## config.mk

```make
export PLATFORM = sky130hd
export DESIGN_NAME = bam_decode
export DESIGN_NICKNAME = d
export VERILOG_FILES = /design/src/core/bam_clocks.v /design/src/core/bam_decode.v
export VERILOG_INCLUDE_DIRS = /design/src /design/src/core
export SDC_FILE = /design/constraint.sdc
export NUM_CORES = 1
export LEC_CHECK = 0
export BUFFER_PORTS_ARGS = -buffer_cell sky130_fd_sc_hd__buf_4
export CORE_ASPECT_RATIO = 2
export CORE_MARGIN = 4
export CORE_UTILIZATION = 45
export CTS_CLUSTER_DIAMETER = 150
export DETAILED_ROUTE_END_ITERATION = 12
export PLACE_DENSITY = 0.68
export SETUP_SLACK_MARGIN = 0.1
export SLEW_MARGIN = 15
export SYNTH_ARGS = -nofsm -noshare
export SYNTH_HDL_FRONTEND = slang
export SYNTH_SLANG_ARGS = --single-unit
```

## constraint.sdc

```tcl
create_clock -name I_CLK_SYS -period 8.4 [get_ports I_CLK_SYS]
set_input_delay 0.42 -clock I_CLK_SYS [delete_from_list [all_inputs] [get_ports I_CLK_SYS]]
set_output_delay 0.42 -clock I_CLK_SYS [all_outputs]
set_load 0.05 [all_outputs]
```

## src/core/bam_consts.vh

```
// constants for the decimal adjust and multiply decoder
// Function
// [RQ1] 00101111 decodes decimal adjust, 4 clocks
// [RQ2] 00111111 decodes ascii adjust, 7 clocks
// [RQ3] 1111011w reg 100 unsigned product, timed
// [RQ4] 1111011w reg 101 signed product, timed
// [RQ5] 011010s1 modrm immediate signed product, timed
// [RQ6] second immediate byte only when s=0
// [RQ7] w selects byte/word; s sign-extends byte
`ifndef BAM_CONSTS_VH
`define BAM_CONSTS_VH

// ----------------------------------------------------------------
// opcode patterns
// ----------------------------------------------------------------
`define BAM_OPC_DEC_ADJ     8'h2F
`define BAM_OPC_ASC_ADJ     8'h3F
`define BAM_OPC_GRP_HI      7'h7B
`define BAM_OPC_IMM_PAT     7'h35
`define BAM_REG_UNSIGNED    3'h4
`define BAM_REG_SIGNED      3'h5
`define BAM_MOD_REG         2'h3
`define BAM_MOD_NODISP      2'h0
`define BAM_MOD_DISP8       2'h1
`define BAM_RM_DIRECT       3'h6

// ----------------------------------------------------------------
// operation codes reported on the op output, plus the internal group code BAM_OP_GRP that is never reported
// ----------------------------------------------------------------
`define BAM_OP_NONE         3'h0
`define BAM_OP_DEC_ADJ      3'h1
`define BAM_OP_ASC_ADJ      3'h2
`define BAM_OP_UNS_PROD     3'h3
`define BAM_OP_SGN_PROD     3'h4
`define BAM_OP_SGN_IMM      3'h5
`define BAM_OP_GRP          3'h6

// ----------------------------------------------------------------
// execution clock counts, min and max
// ----------------------------------------------------------------
`define BAM_CLK_DEC_ADJ     6'h04
`define BAM_CLK_ASC_ADJ     6'h07
`define BAM_CLK_UNS_RB_MIN  6'd26
`define BAM_CLK_UNS_RB_MAX  6'd28
`define BAM_CLK_UNS_RW_MIN  6'd35
`define BAM_CLK_UNS_RW_MAX  6'd37
`define BAM_CLK_UNS_MB_MIN  6'd32
`define BAM_CLK_UNS_MB_MAX  6'd34
`define BAM_CLK_UNS_MW_MIN  6'd41
`define BAM_CLK_UNS_MW_MAX  6'd43
`define BAM_CLK_SGN_RB_MIN  6'd25
`define BAM_CLK_SGN_RB_MAX  6'd28
`define BAM_CLK_SGN_RW_MIN  6'd34
`define BAM_CLK_SGN_RW_MAX  6'd37
`define BAM_CLK_SGN_MB_MIN  6'd31
`define BAM_CLK_SGN_MB_MAX  6'd34
`define BAM_CLK_SGN_MW_MIN  6'd40
`define BAM_CLK_SGN_MW_MAX  6'd43
`define BAM_CLK_IMM_R_MIN   6'd22
`define BAM_CLK_IMM_R_MAX   6'd25
`define BAM_CLK_IMM_M_MIN   6'd29
`define BAM_CLK_IMM_M_MAX   6'd32

`endif

```

## src/core/bam_clocks.v

```verilog
// execution clock count lookup per operation and operand form
`timescale 1ns/1ns
`default_nettype none
`include "bam_consts.vh"

module bam_clocks (
  input  wire [2:0] i_op,
  input  wire       i_wide,
  input  wire       i_mem,
  output reg  [5:0] o_min,
  output reg  [5:0] o_max
);

  always @* begin
    o_min = `BAM_CLK_DEC_ADJ;
    o_max = `BAM_CLK_DEC_ADJ;
    case (i_op)
      `BAM_OP_DEC_ADJ: begin
        o_min = `BAM_CLK_DEC_ADJ; // RQ1
        o_max = `BAM_CLK_DEC_ADJ;
      end
      `BAM_OP_ASC_ADJ: begin
        o_min = `BAM_CLK_ASC_ADJ; // RQ2
        o_max = `BAM_CLK_ASC_ADJ;
      end
      `BAM_OP_UNS_PROD: begin
        case ({i_mem, i_wide}) // RQ3
          2'b00: begin o_min = `BAM_CLK_UNS_RB_MIN; o_max = `BAM_CLK_UNS_RB_MAX; end
          2'b01: begin o_min = `BAM_CLK_UNS_RW_MIN; o_max = `BAM_CLK_UNS_RW_MAX; end
          2'b10: begin o_min = `BAM_CLK_UNS_MB_MIN; o_max = `BAM_CLK_UNS_MB_MAX; end
          default: begin o_min = `BAM_CLK_UNS_MW_MIN; o_max = `BAM_CLK_UNS_MW_MAX; end
        endcase
      end
      `BAM_OP_SGN_PROD: begin
        case ({i_mem, i_wide}) // RQ4
          2'b00: begin o_min = `BAM_CLK_SGN_RB_MIN; o_max = `BAM_CLK_SGN_RB_MAX; end
          2'b01: begin o_min = `BAM_CLK_SGN_RW_MIN; o_max = `BAM_CLK_SGN_RW_MAX; end
          2'b10: begin o_min = `BAM_CLK_SGN_MB_MIN; o_max = `BAM_CLK_SGN_MB_MAX; end
          default: begin o_min = `BAM_CLK_SGN_MW_MIN; o_max = `BAM_CLK_SGN_MW_MAX; end
        endcase
      end
      `BAM_OP_SGN_IMM: begin
        if (i_mem) begin // RQ5
          o_min = `BAM_CLK_IMM_M_MIN;
          o_max = `BAM_CLK_IMM_M_MAX;
        end else begin
          o_min = `BAM_CLK_IMM_R_MIN;
          o_max = `BAM_CLK_IMM_R_MAX;
        end
      end
      default: begin
        o_min = `BAM_CLK_DEC_ADJ;
        o_max = `BAM_CLK_DEC_ADJ;
      end
    endcase
  end

endmodule // bam_clocks
`default_nettype wire

```

## src/core/bam_decode.v

```verilog
// byte-stream decoder and execution timer for adjust and multiply instructions
`timescale 1ns/1ns
`default_nettype none
`include "bam_consts.vh"

module bam_decode (
  input  wire        I_CLK_SYS,
  input  wire        I_RESET_N,
  input  wire        i_BYTE_VALID,
  input  wire [7:0]  i_BYTE,
  output reg         o_BYTE_READY,
  output reg         o_DONE,
  output reg         o_ILLEGAL,
  output reg  [2:0]  o_OP,
  output reg         o_WIDE,
  output reg         o_MEM,
  output reg  [7:0]  o_MODRM,
  output reg  [15:0] o_IMM,
  output reg  [5:0]  o_CLK_MIN,
  output reg  [5:0]  o_CLK_MAX
);

  // ----------------------------------------------------------------
  // states
  // ----------------------------------------------------------------
  localparam [2:0] S_OPC    = 3'h0;
  localparam [2:0] S_MODRM  = 3'h1;
  localparam [2:0] S_DISP   = 3'h2;
  localparam [2:0] S_IMM_LO = 3'h3;
  localparam [2:0] S_IMM_HI = 3'h4;
  localparam [2:0] S_EXEC   = 3'h5;

  // ----------------------------------------------------------------
  // helpers
  // ----------------------------------------------------------------
  function [1:0] disp_len;
    input [7:0] modrm;
    begin
      if (modrm[7:6] == `BAM_MOD_DISP8)
        disp_len = 2'd1;
      else if (modrm[7:6] == `BAM_MOD_REG)
        disp_len = 2'd0;
      else if (modrm[7:6] == `BAM_MOD_NODISP)
        disp_len = (modrm[2:0] == `BAM_RM_DIRECT) ? 2'd2 : 2'd0;
      else
        disp_len = 2'd2;
    end
  endfunction

  // product kind from the modrm reg field, none for foreign fields
  function [2:0] prod_op;
    input [7:0] modrm;
    begin
      if (modrm[5:3] == `BAM_REG_UNSIGNED)
        prod_op = `BAM_OP_UNS_PROD;
      else if (modrm[5:3] == `BAM_REG_SIGNED)
        prod_op = `BAM_OP_SGN_PROD;
      else
        prod_op = `BAM_OP_NONE;
    end
  endfunction

  reg  [2:0]  state;
  reg  [2:0]  op;
  reg         wide;
  reg         mem;
  reg         sext;
  reg  [7:0]  modrm;
  reg  [1:0]  disp_left;
  reg  [15:0] imm;
  reg  [5:0]  count;
  wire [5:0]  clk_min;
  wire [5:0]  clk_max;
  wire        take;

  assign take = i_BYTE_VALID & o_BYTE_READY;

  bam_clocks u_clocks (
    .i_op   (op),
    .i_wide (wide),
    .i_mem  (mem),
    .o_min  (clk_min),
    .o_max  (clk_max)
  );

  // ----------------------------------------------------------------
  // decode and execution sequencer
  // ----------------------------------------------------------------
  always @(posedge I_CLK_SYS or negedge I_RESET_N) begin
    if (!I_RESET_N) begin
      state        <= S_OPC;
      op           <= `BAM_OP_NONE;
      wide         <= 1'b0;
      mem          <= 1'b0;
      sext         <= 1'b0;
      modrm        <= 8'h00;
      disp_left    <= 2'd0;
      imm          <= 16'h0000;
      count        <= 6'h00;
      o_BYTE_READY <= 1'b0;
      o_DONE       <= 1'b0;
      o_ILLEGAL    <= 1'b0;
      o_OP         <= `BAM_OP_NONE;
      o_WIDE       <= 1'b0;
      o_MEM        <= 1'b0;
      o_MODRM      <= 8'h00;
      o_IMM        <= 16'h0000;
      o_CLK_MIN    <= 6'h00;
      o_CLK_MAX    <= 6'h00;
    end else begin
      o_DONE       <= 1'b0;
      o_ILLEGAL    <= 1'b0;
      o_BYTE_READY <= 1'b1;
      case (state)
        S_OPC: begin
          if (take) begin
            mem   <= 1'b0;
            sext  <= 1'b0;
            imm   <= 16'h0000;
            modrm <= 8'h00;
            count <= 6'h00;
            if (i_BYTE == `BAM_OPC_DEC_ADJ) begin
              op           <= `BAM_OP_DEC_ADJ; // RQ1
              wide         <= 1'b0;
              state        <= S_EXEC;
              o_BYTE_READY <= 1'b0;
            end else if (i_BYTE == `BAM_OPC_ASC_ADJ) begin
              op           <= `BAM_OP_ASC_ADJ; // RQ2
              wide         <= 1'b0;
              state        <= S_EXEC;
              o_BYTE_READY <= 1'b0;
            end else if (i_BYTE[7:1] == `BAM_OPC_GRP_HI) begin
              op    <= `BAM_OP_GRP;
              wide  <= i_BYTE[0]; // RQ7
              state <= S_MODRM;
            end else if ({i_BYTE[7:2], i_BYTE[0]} == `BAM_OPC_IMM_PAT) begin
              op    <= `BAM_OP_SGN_IMM; // RQ5
              wide  <= 1'b1;
              sext  <= i_BYTE[1]; // RQ6
              state <= S_MODRM;
            end else begin
              o_ILLEGAL <= 1'b1;
            end
          end
        end
        S_MODRM: begin
          if (take) begin
            modrm     <= i_BYTE;
            mem       <= (i_BYTE[7:6] != `BAM_MOD_REG);
            disp_left <= disp_len(i_BYTE);
            if (op == `BAM_OP_GRP && prod_op(i_BYTE) == `BAM_OP_NONE) begin
              o_ILLEGAL <= 1'b1;
              op        <= `BAM_OP_NONE;
              state     <= S_OPC;
            end else begin
              if (op == `BAM_OP_GRP)
                op <= prod_op(i_BYTE); // RQ3 RQ4
              if (disp_len(i_BYTE) != 2'd0) begin
                state <= S_DISP;
              end else if (op == `BAM_OP_SGN_IMM) begin
                state <= S_IMM_LO;
              end else begin
                state        <= S_EXEC;
                o_BYTE_READY <= 1'b0;
              end
            end
          end
        end
        S_DISP: begin
          if (take) begin
            disp_left <= disp_left - 2'd1;
            if (disp_left == 2'd1) begin
              if (op == `BAM_OP_SGN_IMM) begin
                state <= S_IMM_LO;
              end else begin
                state        <= S_EXEC;
                o_BYTE_READY <= 1'b0;
              end
            end
          end
        end
        S_IMM_LO: begin
          if (take) begin
            if (sext) begin
              imm          <= {{8{i_BYTE[7]}}, i_BYTE}; // RQ7
              state        <= S_EXEC; // RQ6
              o_BYTE_READY <= 1'b0;
            end else begin
              imm   <= {8'h00, i_BYTE};
              state <= S_IMM_HI; // RQ6
            end
          end
        end
        S_IMM_HI: begin
          if (take) begin
            imm[15:8]    <= i_BYTE; // RQ6
            state        <= S_EXEC;
            o_BYTE_READY <= 1'b0;
          end
        end
        S_EXEC: begin
          // hold the byte stream for the worst-case execution time
          count        <= count + 6'h01;
          o_BYTE_READY <= 1'b0;
          if (count == clk_max - 6'h01) begin // RQ1 RQ2 RQ3 RQ4 RQ5
            state        <= S_OPC;
            o_BYTE_READY <= 1'b1;
            o_DONE       <= 1'b1;
            o_OP         <= op;
            o_WIDE       <= wide; // RQ7
            o_MEM        <= mem;
            o_MODRM      <= modrm;
            o_IMM        <= imm;
            o_CLK_MIN    <= clk_min;
            o_CLK_MAX    <= clk_max;
          end
        end
        default: begin
          state <= S_OPC;
        end
      endcase
    end
  end

endmodule // bam_decode
`default_nettype wire

```

# Word-level counts from Yosys, hierarchy flattened
# Index checks and enable logic that the tools add are counted.
dict set report totals {
  out_inout_bits 44
  input_bits 11
  wordCells 170
  rom_bits 0
  mem_bits_rw 0
  ff_bits 85
  latchBits 0
  memories 0
}
dict set report op_classes {
  muxes 90
  mul 0
  bitwise_logic 1
  n_reduce_logical 23
  shift 0
  n_eq_ne 33
  order_cmp 0
  add_sub_neg 3
  div 0
}
# op n
set op_table {}
lappend op_table {{3-bit two-way mux} 26}
lappend op_table {{6-bit case mux with 3 select lines} 4}
lappend op_table {{16-bit two-way mux} 3}
lappend op_table {{1-bit two-way mux} 32}
lappend op_table {{8-bit case mux with 2 select lines} 2}
lappend op_table {{3-bit == test, second input constant} 8}
lappend op_table {{6-bit case mux with 4 select lines} 1}
lappend op_table {{8-bit case mux with 3 select lines} 1}
lappend op_table {{2-bit two-way mux} 9}
lappend op_table {{3-bit case mux with 6 select lines} 1}
lappend op_table {{8-bit by 6-bit == test with 1-bit output, second input constant} 2}
lappend op_table {{8-bit two-way mux} 2}
lappend op_table {{2-bit inequality test, second input constant} 8}
lappend op_table {{3-bit by 2-bit == test with 1-bit output, second input constant} 4}
lappend op_table {{6-bit two-way mux} 2}
lappend op_table {{6-bit case mux with 2 select lines} 1}
lappend op_table {{3-bit AND reduction} 4}
lappend op_table {{2-bit nonzero test} 5}
lappend op_table {{8-bit AND reduction} 1}
lappend op_table {{7-bit by 6-bit == test with 1-bit output, second input constant} 1}
lappend op_table {{7-bit == test, second input constant} 1}
lappend op_table {{6-bit by 1-bit adder with 6-bit output, second input constant} 1}
lappend op_table {{2-bit by 1-bit == test with 1-bit output, second input constant} 3}
lappend op_table {{6-bit == test} 1}
lappend op_table {{21 further kinds} 27}

# Longest topological paths before layout
# Gate-level depths: netlist of the first run.
dict set report logic_depth {
  ltp_word 15
  ltp_mapped 14
  mapped_depth_nobuf 13
}

# By module
# From an unflattened synthesis of the first run, not the netlist that was laid out.
dict set report hier_totals {
  hier_cells 430
  hier_area_um2 4367.9
}
# mod seq_area_each_um2 area_per_inst_um2 n_inst cells_per_inst
set modules_own_cells {}
lappend modules_own_cells {bam_decode 2127.0 4061.4 1 384}
lappend modules_own_cells {bam_clocks 0.0 306.5 1 46}

# Least setup slack after synthesis of the first run
# No wires, ideal clock.
dict set report synth_path {
  path_type {reg-to-reg}
  startpoint {register mem}
  endpoint {register o_CLK_MAX[1]}
  required_time_ps 8275
  path_slack_ps 5410
  setup_ps 125
  path_buffers 1
  stages_incl_launch_ff 13
  t_arrival_ps 2865
  period_less_slack_ps 2990
  cell_sequence {dfrtp_1 -> inv_1 -> ha_1 -> o311a_2 -> nor2_1 -> ha_1 -> inv_1 -> a211o_1 -> xnor2_1 -> o211ai_2 -> nand4_4 -> buf_6 -> mux2_4}
}
dict set report synth_between {
  elab_chain_len 6
  elab_cells_between_ends 9
  cone_classes {1 x add/sub; 3 x eq/ne; 3 x mux; 2 x reduce/logical}
}
# element line_no
set synth_lines {}
lappend synth_lines {{start: declaration} bam_decode.v:66} ;# reg mem;
lappend synth_lines {{start signal: assignment} bam_decode.v:149} ;# mem <= (i_BYTE[7:6] != `BAM_MOD_REG);
lappend synth_lines {{2-bit == test, or another cell as far along} {bam_clocks.v:27, bam_clocks.v:35}}
lappend synth_lines {{6-bit case mux with 3 select lines} {bam_clocks.v:27, bam_clocks.v:35}}
lappend synth_lines {{6-bit case mux with 3 select lines *} bam_clocks.v:17} ;# case (i_op)
lappend synth_lines {{6-bit by 1-bit subtractor with 6-bit output} bam_decode.v:205} ;# if (count == clk_max - 6'h01) begin
lappend synth_lines {{6-bit == test} bam_decode.v:205}
lappend synth_lines {{2-bit AND reduction (no source line)} -}
lappend synth_lines {{end signal: assignment} bam_decode.v:215} ;# o_CLK_MAX <= clk_max;
lappend synth_lines {{end: declaration} bam_decode.v:20} ;# output reg [5:0] o_CLK_MAX
# Mark *: on every way between the ends. The rest lies on a longest branch, timed or not.
# A chain may end at the register's enable or synchronous reset.

# Final worst setup path of the first run
dict set report layout_path {
  startpoint {register mem}
  endpoint {register o_IMM[2]}
}
dict set report layout_between {
  elab_chain_len 6
  elab_cells_between_ends 9
  cone_classes {1 x add/sub; 3 x eq/ne; 3 x mux; 2 x reduce/logical}
}
# element line_no
set layout_lines {}
lappend layout_lines {{2-bit == test, or another cell as far along} {bam_clocks.v:27, bam_clocks.v:35}}
lappend layout_lines {{6-bit case mux with 3 select lines} {bam_clocks.v:27, bam_clocks.v:35}}
lappend layout_lines {{6-bit case mux with 3 select lines *} bam_clocks.v:17}
lappend layout_lines {{6-bit by 1-bit subtractor with 6-bit output *} bam_decode.v:205}
lappend layout_lines {{6-bit == test *} bam_decode.v:205}
lappend layout_lines {{2-bit AND reduction (no source line) *} -}
lappend layout_lines {{end signal: assignment} bam_decode.v:213} ;# o_IMM <= imm;
lappend layout_lines {{end: declaration} bam_decode.v:18} ;# output reg [15:0] o_IMM,
# Marked as above.

==> summary.txt, run 1 <==
Synth
  • Ys Warns: 0
  • Count of cell types in the netlist: 58
  • Sequential share of the synthesized area: between 40% and 50%
  • EDFF count, synth: 0
  • Syn nets: 445
  • Mean Syn Cell Area: 10.5 sq um
  • Syn Inst Count: approximately 430
  • Async SR Flop Fraction: 100%
  • FF+latch count, synth: 85
  • Dominant synthesized flop cell: dfrtp_1
  • Cell Area, Synth: roughly 4500 sq um

Routing
  • Final antenna-violating net count: 0
  • Wirelength, routed: about 10000 um
  • DR vias: 3335
  • Violation count after the first detailed-routing iteration: between 150 and 200
  • DR vias/cell: between 5 and 6
  • DRT Pass-1 Iters: 4
  • DR DRC count: 0
  • Avg WL per Cell: approximately 17 um

Worst setup path
  • Top delay family on crit path: compound AO/OA/AOI/OAI gates
  • CP cell instances: inv_1 > ha_1 > nor2_1 > a21oi_1 > nor2_1 > ha_1 > inv_1 > a211o_1 > o31ai_1 > a211o_1 > o211ai_2 > nand4_4 > mux2_2
  • CP Class: reg2reg
  • Worst Path Buf+Inv: 2
  • Arrival time at the worst endpoint: between 4 and 5 ns
  • Critical Path End Type: flip-flop
  • Largest stage delay, worst path: around 0.83 ns
  • Max FO, Critical Path: 43
  • CP startpoint: mem
  • CP Data Required Time: 8.62 ns
  • Critical Path Start Type: flip-flop
  • CP max stage cell: nand4_4
  • RR Startpoint: mem

Final layout
  • Diode count: 0
  • Layout cells sized above 1: about a quarter
  • FILL cells: about 910
  • Layout area overhead: 17.4%
  • Nets: 487
  • Multi-input logic area: about 2100 sq um
  • Most frequent cells in the layout: 85 x dfrtp_1, 55 x nand2_1, 54 x buf_4
  • Reg area: around 2100 sq um
  • Commonest non-fill, non-tap cell in the layout: dfrtp_1

Power and ir drop
  • Comb power frac: roughly 46%
  • Clock power frac: between 10% and 20%
  • Peak VDD IR: ~0.18 mV
  • Seq pwr share: 34.0%
  • Sw frac: between 40% and 50%
  • Leakage: 2.63 nW
  • PwrDens: approximately 400 nW/um^2
  • Net Switching: around 880 uW
  • P_int: around 1.1 mW

STA
  • Final min period: roughly 4.3 ns
  • Skew final: a little under 0.01 ns
  • RSZ-0062 raised after global routing: false
  • Fin. Hold Viols: 0
  • Hold_ws: roughly 0.37 ns
  • Slew margin rel.: between 20 and 30%
  • Final setup viols: 0
  • Slew Limit Fails: 0
  • Post-route setup TNS: 0 ns
  • Maximum clock frequency: roughly 0.23 GHz
  • Final period util: about half
  • Worst-margin pin slew: ~1.1 ns
  • Min setup slack post-route: slightly above 4 ns

Floorplanning
  • Number of core rows: roughly 50
  • Core area: 9700 sq um
  • Vert. Die Dim: between 100 and 150 um
  • Full die area: 11700 sq um
  • Starting Density: between 40% and 50%
  • I/O pin count: 55
  • Die X: a little under 80 um

GRT
  • Global route overflow: 0
  • Vias in the first global route: ~3500
  • Largest net degree at the start of global routing: 86
  • Initial antenna violation count: 0
  • First-pass GRT wire length: between 15000 and 20000 um
  • Gr usage total: a little under a fifth

Place
  • Input/output buffers: between 50 and 60
  • Routability cong.: 0.862
  • Dpl ws: about 4.2 ns
  • Final HPWL DP: ~7500 um

CTS
  • Num Clock Sinks: 85
  • Number of buffers created by CTS: 9
  • Post CTS Setup Buffer Count: 0
  • H-tree levels: 3
  • Clock transition at path regs: 0.07 ns
  • Max Buffers Root-to-Sink: 2
  • CTS tree: yes
  • CTS resizes: 0
  • Worst-skew pair later-pin latency: approximately 0.34 ns
  • Clk root buf: clkbuf_16

Job
  • Max-Cap Viols: 0

Run status
  • Run status: complete, no violations

Worst hold path
  • HP Class: in2reg
  • Worst Hold Launch: i_BYTE[0]
cells in the mapped netlist, drive strengths merged, types with 2 or more instances:
cell type,count,area (sq um)
inv,18,67.6
a21o,3,22.5
o22ai,3,25.0
xnor2,6,52.6
mux2,37,537
nand4,6,52.6
a31oi,5,31.3
nand3,8,40.0
ha,9,113
nand2,55,206
dfrtp,85,2130
nor3b,2,15.0
a211oi,2,20.0
nor2b,5,31.3
a211o,2,17.5
o21ai,44,220
o311ai,2,17.5
o32ai,2,17.5
or2,3,18.8
nand2b,3,18.8
buf,8,67.6
clkbuf,17,63.8
and3b,3,26.3
and3,3,18.8
nor3,7,45.0
a21oi,24,120
a22o,10,87.6
or3,2,12.5
nor2,19,71.3
mux2i,9,90.1
and2,4,25.0
xor2,2,17.5
logic make-up after synthesis:
| group | count (synthesis) | synth area share [%] |
|---|---|---|
| buf+inv | 43 | 4.46 |
| xor+xnor | 8 | 1.57 |
| compound gates | 109 | 15.5 |
| flops | 85 | 47.7 |
| mux | 46 | 14.1 |
| simple gates | 125 | 14.1 |
| fa+ha+maj | 9 | 2.53 |
area by class of cell:
cell class	instances	share of cell area, %
clock buffers	10	4.38
clock inverters	6	1.32
flip-flops and latches	85	40.7
multi-input cells	297	40.7
inverters	18	1.29
well taps	132	3.16
repair buffers	56	8.47
layer usage:
layer,GRT usage [%],vias to the layer above,wire (um)
met5,0,-,0
met4,10.5,0,420
met3,3.45,34,323
met2,34.8,79,5800
met1,20.6,1627,3820
li1,-,1595,-
path summary, 6_finish.rpt:
check	end	slack, ns	cells past startpoint
worst max-delay path	o_IMM[2]	4.13	13
worst min-delay path	imm[0]	0.37	2
worst max register to register	o_IMM[2]	4.13	13
worst min register to register	modrm[4]	0.49	2
max in group asynchronous	o_IMM[10]	7.27	3
min in group asynchronous	o_MEM	0.52	2
state kept, by name (all words and copies together), names as in the netlist:
name and cells:
sext 1, modrm 8, o_ILLEGAL 1, imm 16, o_IMM 16, o_CLK_MIN 6, disp_left 2, o_WIDE 1
count 6, o_CLK_MAX 6, wide 1, op 3, o_BYTE_READY 1, mem 1, o_MEM 1, state 3
o_MODRM 8, o_DONE 1, o_OP 3
metrics by stage:
stage,instance area (sq um),total power [mW],std cells,util [%]
after floorplan,4460,1.40,425,-
after global placement,4900,1.61,586,50.5
after detailed placement,4900,1.64,586,50.5
after CTS,5190,2.05,602,53.5
after global routing,5230,2.17,604,53.9
final,5230,2.03,604,53.9
timing repair:
item | in CTS | in global routing
endpoints found under the hold margin | 0 | 17
hold buffers | 0 | 1
setup endpoints to repair | 0 | 0
power by group through the flow:
stage / clock network, mW / logic (mW) / registers, mW
after floorplan: 0 / 0.581 / 0.822
after global placement: 0 / 0.921 / 0.691
after detailed placement: 0 / 0.942 / 0.697
after CTS: 0.409 / 0.946 / 0.691
after global routing: 0.428 / 1.02 / 0.715
final: 0.399 / 0.943 / 0.690
No activity file was read; power rests on OpenSTA's default activity.
==> run 2, diff against run 1 <==
--- a/config.mk
+++ b/config.mk
@@ -12,7 +12,7 @@
 export CORE_UTILIZATION = 45
 export CTS_CLUSTER_DIAMETER = 150
 export DETAILED_ROUTE_END_ITERATION = 12
-export PLACE_DENSITY = 0.68
+export PLACE_DENSITY = 0.71
 export SETUP_SLACK_MARGIN = 0.1
 export SLEW_MARGIN = 15
 export SYNTH_ARGS = -nofsm -noshare
==> constraint.sdc (replaced) <==
create_clock -name I_CLK_SYS -period 3.6 [get_ports I_CLK_SYS]
set_input_delay 0.18 -clock I_CLK_SYS [delete_from_list [all_inputs] [get_ports I_CLK_SYS]]
set_output_delay 0.18 -clock I_CLK_SYS [all_outputs]
set_load 0.05 [all_outputs]
==> run 2 against run 1 <==
Count of clock-buffer cells in the layout did not move. Worst hold slack got worse by 0.23 ns. Non-clock buffer count rose by 7. Critical endpoint unchanged. Total power rose by 140%. Final cell count rose by 1.2%.
==> summary.txt, run 2 (same netlist as run 1, synthesis figures left out) <==
CTS
  • CTS tree: yes
  • Number of buffers created by CTS: 9
  • H-tree levels: 3
  • Max Buffers Root-to-Sink: 2
  • Clock transition at path regs: about 0.060 ns
  • Worst-skew pair later-pin latency: between 0.3 and 0.4 ns
  • Num Clock Sinks: 85
  • Clk root buf: clkbuf_16

GRT
  • Global route overflow: 0
  • M2 GR Usage: 32.6%
  • GR Layer Usage met3: 3.87%
  • GR Util met1: a little over a fifth
  • Gr usage total: 18.9%
  • Initial antenna violation count: 0
  • Largest net degree at the start of global routing: 86
  • Vias in the first global route: 3429
  • GR peak layer: met2
  • First-pass GRT wire length: around 17000 um

Final layout
  • Commonest non-fill, non-tap cell in the layout: dfrtp_1
  • Nets: just under 500
  • Layout cells sized above 1: a little over a quarter
  • Finished layout cell area: about 5300 sq um
  • Top flop regs: imm (16), o_IMM (16)
  • Layout area overhead: 19.3%
  • Most frequent cells in the layout: 84 x dfrtp_1, 59 x buf_4, 55 x nand2_1
  • Diode count: 0
  • Fin util: 54.8%

STA
  • Post-route setup TNS: 0 ns
  • Slew margin rel.: around 47%
  • Final period util: between 90% and 100%
  • Slew Limit Fails: 0
  • Worst-margin pin slew: around 0.80 ns
  • Min setup slack post-route: 0.358 ns
  • Maximum clock frequency: approximately 0.31 GHz
  • Fin. Hold Viols: 0
  • Final setup viols: 0
  • RSZ-0062 raised after global routing: false
  • Final min period: between 3 and 4 ns
  • Skew final: just over 0.008 ns

Place
  • Dpl ws: roughly 0.21 ns
  • Placement Cell Area: roughly 5000 sq um
  • Routability cong.: 0.876
  • Input/output buffers: 54
  • Final HPWL DP: 7530 um

Worst setup path
  • Arrival time at the worst endpoint: 3.47 ns
  • Max FO, Critical Path: 17
  • Worst Path Buf+Inv: 2
  • Critical Path Start Type: flip-flop
  • CP Class: reg2reg
  • Critical Path End Type: flip-flop
  • Largest stage delay, worst path: around 0.47 ns
  • CP max stage cell: dfrtp_2
  • CP cell instances: ha_1 > o311a_2 > nor2_1 > ha_1 > inv_1 > a211o_1 > o31ai_1 > a211o_1 > o211ai_2 > nand4_4 > buf_6 > mux2_2
  • Top delay family on crit path: compound AO/OA/AOI/OAI gates
  • CP Data Required Time: around 3.8 ns

Routing
  • Final antenna-violating net count: 0
  • Violation count after the first detailed-routing iteration: between 200 and 250
  • DR DRC count: 0
  • Wirelength, routed: 10500 um
  • Avg WL per Cell: 17.1 um
  • DR vias: roughly 3400
  • DRT Pass-1 Iters: 4
  • DR vias/cell: approximately 5.5

Floorplanning
  • Starting Density: a little under half
  • Vert. Die Dim: 149 um
  • Die X: about 78 um
  • Full die area: around 12000 sq um
  • I/O pin count: 55
  • Core area: slightly below 10000 sq um
  • Number of core rows: a little over 50

Power and ir drop
  • Final Power: 4.86 mW
  • PwrDens: ~910 nW/um^2
  • Leakage: approximately 2.7 nW
  • Peak VDD IR: 0.471 mV

Worst hold path
  • HP Class: in2reg

Run status
  • Run status: complete, no violations

Job
  • Max-Cap Viols: 0
==> run 2: final timing paths <==
kind / start / endpoint / slack [ns] / depth (start not counted)
worst max register to register: mem / o_IMM[2] / 0.36 / 12
worst max-delay path: mem / o_IMM[2] / 0.36 / 12
max in group asynchronous: I_RESET_N / mem / 2.59 / 3
worst min register to register: modrm[5] / modrm[5] / 0.48 / 2
min in group asynchronous: I_RESET_N / o_MODRM[7] / 0.37 / 2
worst min-delay path: i_BYTE[0] / imm[0] / 0.14 / 2
==> run 2: final cells by class <==
type	count	area (sq um)
clock inverter	6	93.8
multi-input combinational	297	2130
fill	877	4380
sequential	85	2130
tap	132	165
timing repair buffer	63	504
clock buffer	10	229
inverter	18	67.6
==> run 2: power by group <==
group	total, mW	leakage, nW	switching [mW]	internal (mW)
logic	2.27	1.38	1.38	0.886
registers	1.59	1.14	0.308	1.28
clock network	1.01	0.159	0.390	0.617
==> run 2: per-layer routing <==
metal	part of all wire, %	wire length, um	up-vias
met3	3.8	395	27
met1	38	3990	1639
met5	0	0	-
met2	54	5640	101
li1	-	-	1608
met4	4.3	452	0
==> run 2: per-stage QoR <==
stage	cells	hold slack [ns]
6_report	611	0.139
5_1_grt	611	0.140
4_1_cts	609	0.0732
3_5_place_dp	593	0.443
3_3_place_gp	593	0.427
2_1_floorplan	425	-0.116
==> run 2: what timing repair did <==
item | in CTS | in global routing
endpoints found under the setup margin | 0 | 16
gates resized for setup | 0 | 2
hold endpoints to repair | 0 | 42
hold buffers | 0 | 1
setup buffers | 0 | 0
==> run 3, diff against run 2 <==
--- a/config.mk
+++ b/config.mk
@@ -10,6 +10,7 @@
 export CORE_ASPECT_RATIO = 2
 export CORE_MARGIN = 4
 export CORE_UTILIZATION = 45
+export CTS_BUF_LIST = sky130_fd_sc_hd__clkbuf_16
 export CTS_CLUSTER_DIAMETER = 150
 export DETAILED_ROUTE_END_ITERATION = 12
 export PLACE_DENSITY = 0.71
==> run 3 against run 2 <==
Global-route usage did not move. Design area did not move. Critical path type unchanged. Sequential cell count is the same.
==> summary.txt, run 3 (same netlist as run 1, synthesis figures left out) <==
Run status
  • Run status: complete, no violations

STA
  • Post-route setup TNS: 0 ns
  • Worst-margin pin slew: between 0.7 and 0.8 ns
  • Fin. Hold Viols: 0
  • Maximum clock frequency: slightly above 0.3 GHz
  • Final setup viols: 0
  • Final period util: roughly nine tenths
  • Final min period: around 3.2 ns
  • RSZ-0062 raised after global routing: false
  • Slew Limit Fails: 0
  • Skew final: 0.00804 ns
  • Slew margin rel.: between 40% and 50%

Routing
  • DR DRC count: 0
  • Violation count after the first detailed-routing iteration: approximately 210
  • DRT Pass-1 Iters: 4
  • DR vias/cell: approximately 5.5
  • Final antenna-violating net count: 0
  • Avg WL per Cell: about 17 um
  • Wirelength, routed: around 10000 um
  • DR vias: between 3000 and 4000

CTS
  • Worst-skew pair later-pin latency: ~0.34 ns
  • Clk root buf: clkbuf_16
  • Max Buffers Root-to-Sink: 2
  • H-tree levels: 3
  • Num Clock Sinks: between 80 and 90
  • CTS tree: yes
  • Number of buffers created by CTS: 9
  • Clock transition at path regs: roughly 0.06 ns

Floorplanning
  • Core area: 9700 sq um
  • I/O pin count: between 50 and 60
  • Die X: 78.4 um
  • Full die area: 11700 sq um
  • Number of core rows: slightly above 50
  • Vert. Die Dim: between 100 and 150 um
  • Starting Density: a little under half

Final layout
  • Layout cells sized above 1: 26.3%
  • FILL cells: ~880
  • Most frequent cells in the layout: 84 x dfrtp_1, 59 x buf_4, 55 x nand2_1
  • Multi-input logic area: 2130 sq um
  • Layout area overhead: 19.3%
  • Top flop regs: imm (16), o_IMM (16)
  • Nets: between 400 and 500
  • Diode count: 0
  • Reg area: around 2100 sq um
  • Commonest non-fill, non-tap cell in the layout: dfrtp_1

Power and ir drop
  • Peak VDD IR: 0.471 mV
  • PwrDens: 914 nW/um^2
  • Final Power: ~5 mW
  • Leakage: between 2 and 3 nW

Worst setup path
  • Critical Path End Type: flip-flop
  • Largest stage delay, worst path: 0.47 ns
  • Critical Path Start Type: flip-flop
  • Max FO, Critical Path: 17
  • CP Data Required Time: 3.83 ns
  • CP max stage cell: dfrtp_2
  • CP cell instances: ha_1 > o311a_2 > nor2_1 > ha_1 > inv_1 > a211o_1 > o31ai_1 > a211o_1 > o211ai_2 > nand4_4 > buf_6 > mux2_2
  • CP Class: reg2reg
  • Arrival time at the worst endpoint: roughly 3.5 ns

Place
  • Input/output buffers: between 50 and 60
  • Final HPWL DP: 7530 um
  • Routability cong.: a little under 0.9

GRT
  • First-pass GRT wire length: ~17000 um
  • Initial antenna violation count: 0
  • Vias in the first global route: roughly 3400
  • Global route overflow: 0
  • Largest net degree at the start of global routing: 86
  • Gr usage total: between 10% and 20%

Worst hold path
  • HP Class: in2reg

Job
  • Max-Cap Viols: 0
run 3: changes by cell type in the layout (fill, tap and decap cells not counted), sizes merged:
cell and delta:
inv +1, clkbuf -1
run 3: what timing repair did:
| item | in CTS | in global routing |
|---|---|---|
| buffers inserted | 0 | 0 |
| gates resized for setup | 0 | 2 |
| hold buffers | 0 | 1 |
| endpoints found under the hold margin | 0 | 42 |
| endpoints found under the setup margin | 0 | 16 |
run 3: worst max-delay path: cells and delay by family (launching register included):
| family | cells | cell delay [ns] |
|---|---|---|
| fa+ha+maj | 2 | 0.52 |
| mux | 1 | 0.36 |
| compound gates | 5 | 1.10 |
| buf+inv | 2 | 0.30 |
| simple gates | 2 | 0.36 |
| flops | 1 | 0.47 |
run 3: path summary, 6_finish.rpt:
path | startpoint | end | slack [ns] | depth (start not counted)
worst min register to register | modrm[5] | modrm[5] | 0.48 | 2
max in group asynchronous | I_RESET_N | mem | 2.59 | 3
worst max register to register | mem | o_IMM[2] | 0.36 | 12
worst max-delay path | mem | o_IMM[2] | 0.36 | 12
min in group asynchronous | I_RESET_N | o_MODRM[7] | 0.37 | 2
worst min-delay path | i_BYTE[0] | imm[0] | 0.14 | 2
run 3: cell type report:
class | count | area share (%)
clock buffers | 9 | 4.23
clock inverters | 7 | 1.83
inverters | 18 | 1.27
multi-input cells | 297 | 40.1
flip-flops and latches | 85 | 40.0
well taps | 132 | 3.11
repair buffers | 63 | 9.48
run 3: power breakdown:
group / switching (mW) / internal (mW) / total [mW]
Sequential: 0.308 / 1.28 / 1.59
Combinational: 1.38 / 0.886 / 2.27
Clock: 0.389 / 0.614 / 1.00
Total: 2.08 / 2.78 / 4.86
run 3: through the flow:
| step | hold slack (ns) | instance area, sq um | utilization [%] | setup WS (ns) | cells |
|---|---|---|---|---|---|
| final | 0.139 | 5320 | 54.8 | 0.358 | 611 |
| after global routing | 0.140 | 5320 | 54.8 | 0.147 | 611 |
| after CTS | 0.0730 | 5280 | 54.5 | 0.185 | 609 |
| after detailed placement | 0.443 | 4960 | 51.1 | 0.211 | 593 |
| after global placement | 0.427 | 4960 | 51.1 | 0.337 | 593 |
| after floorplan | -0.116 | 4460 | - | 0.610 | 425 |
run 3: layer usage:
layer | global-route usage [%] | vias up | share of wire (%)
li1 | - | 1608 | -
met1 | 20.9 | 1640 | 38
met2 | 32.6 | 101 | 54
met3 | 3.87 | 27 | 3.8
met4 | 11.6 | 0 | 4.3
met5 | 0 | - | 0
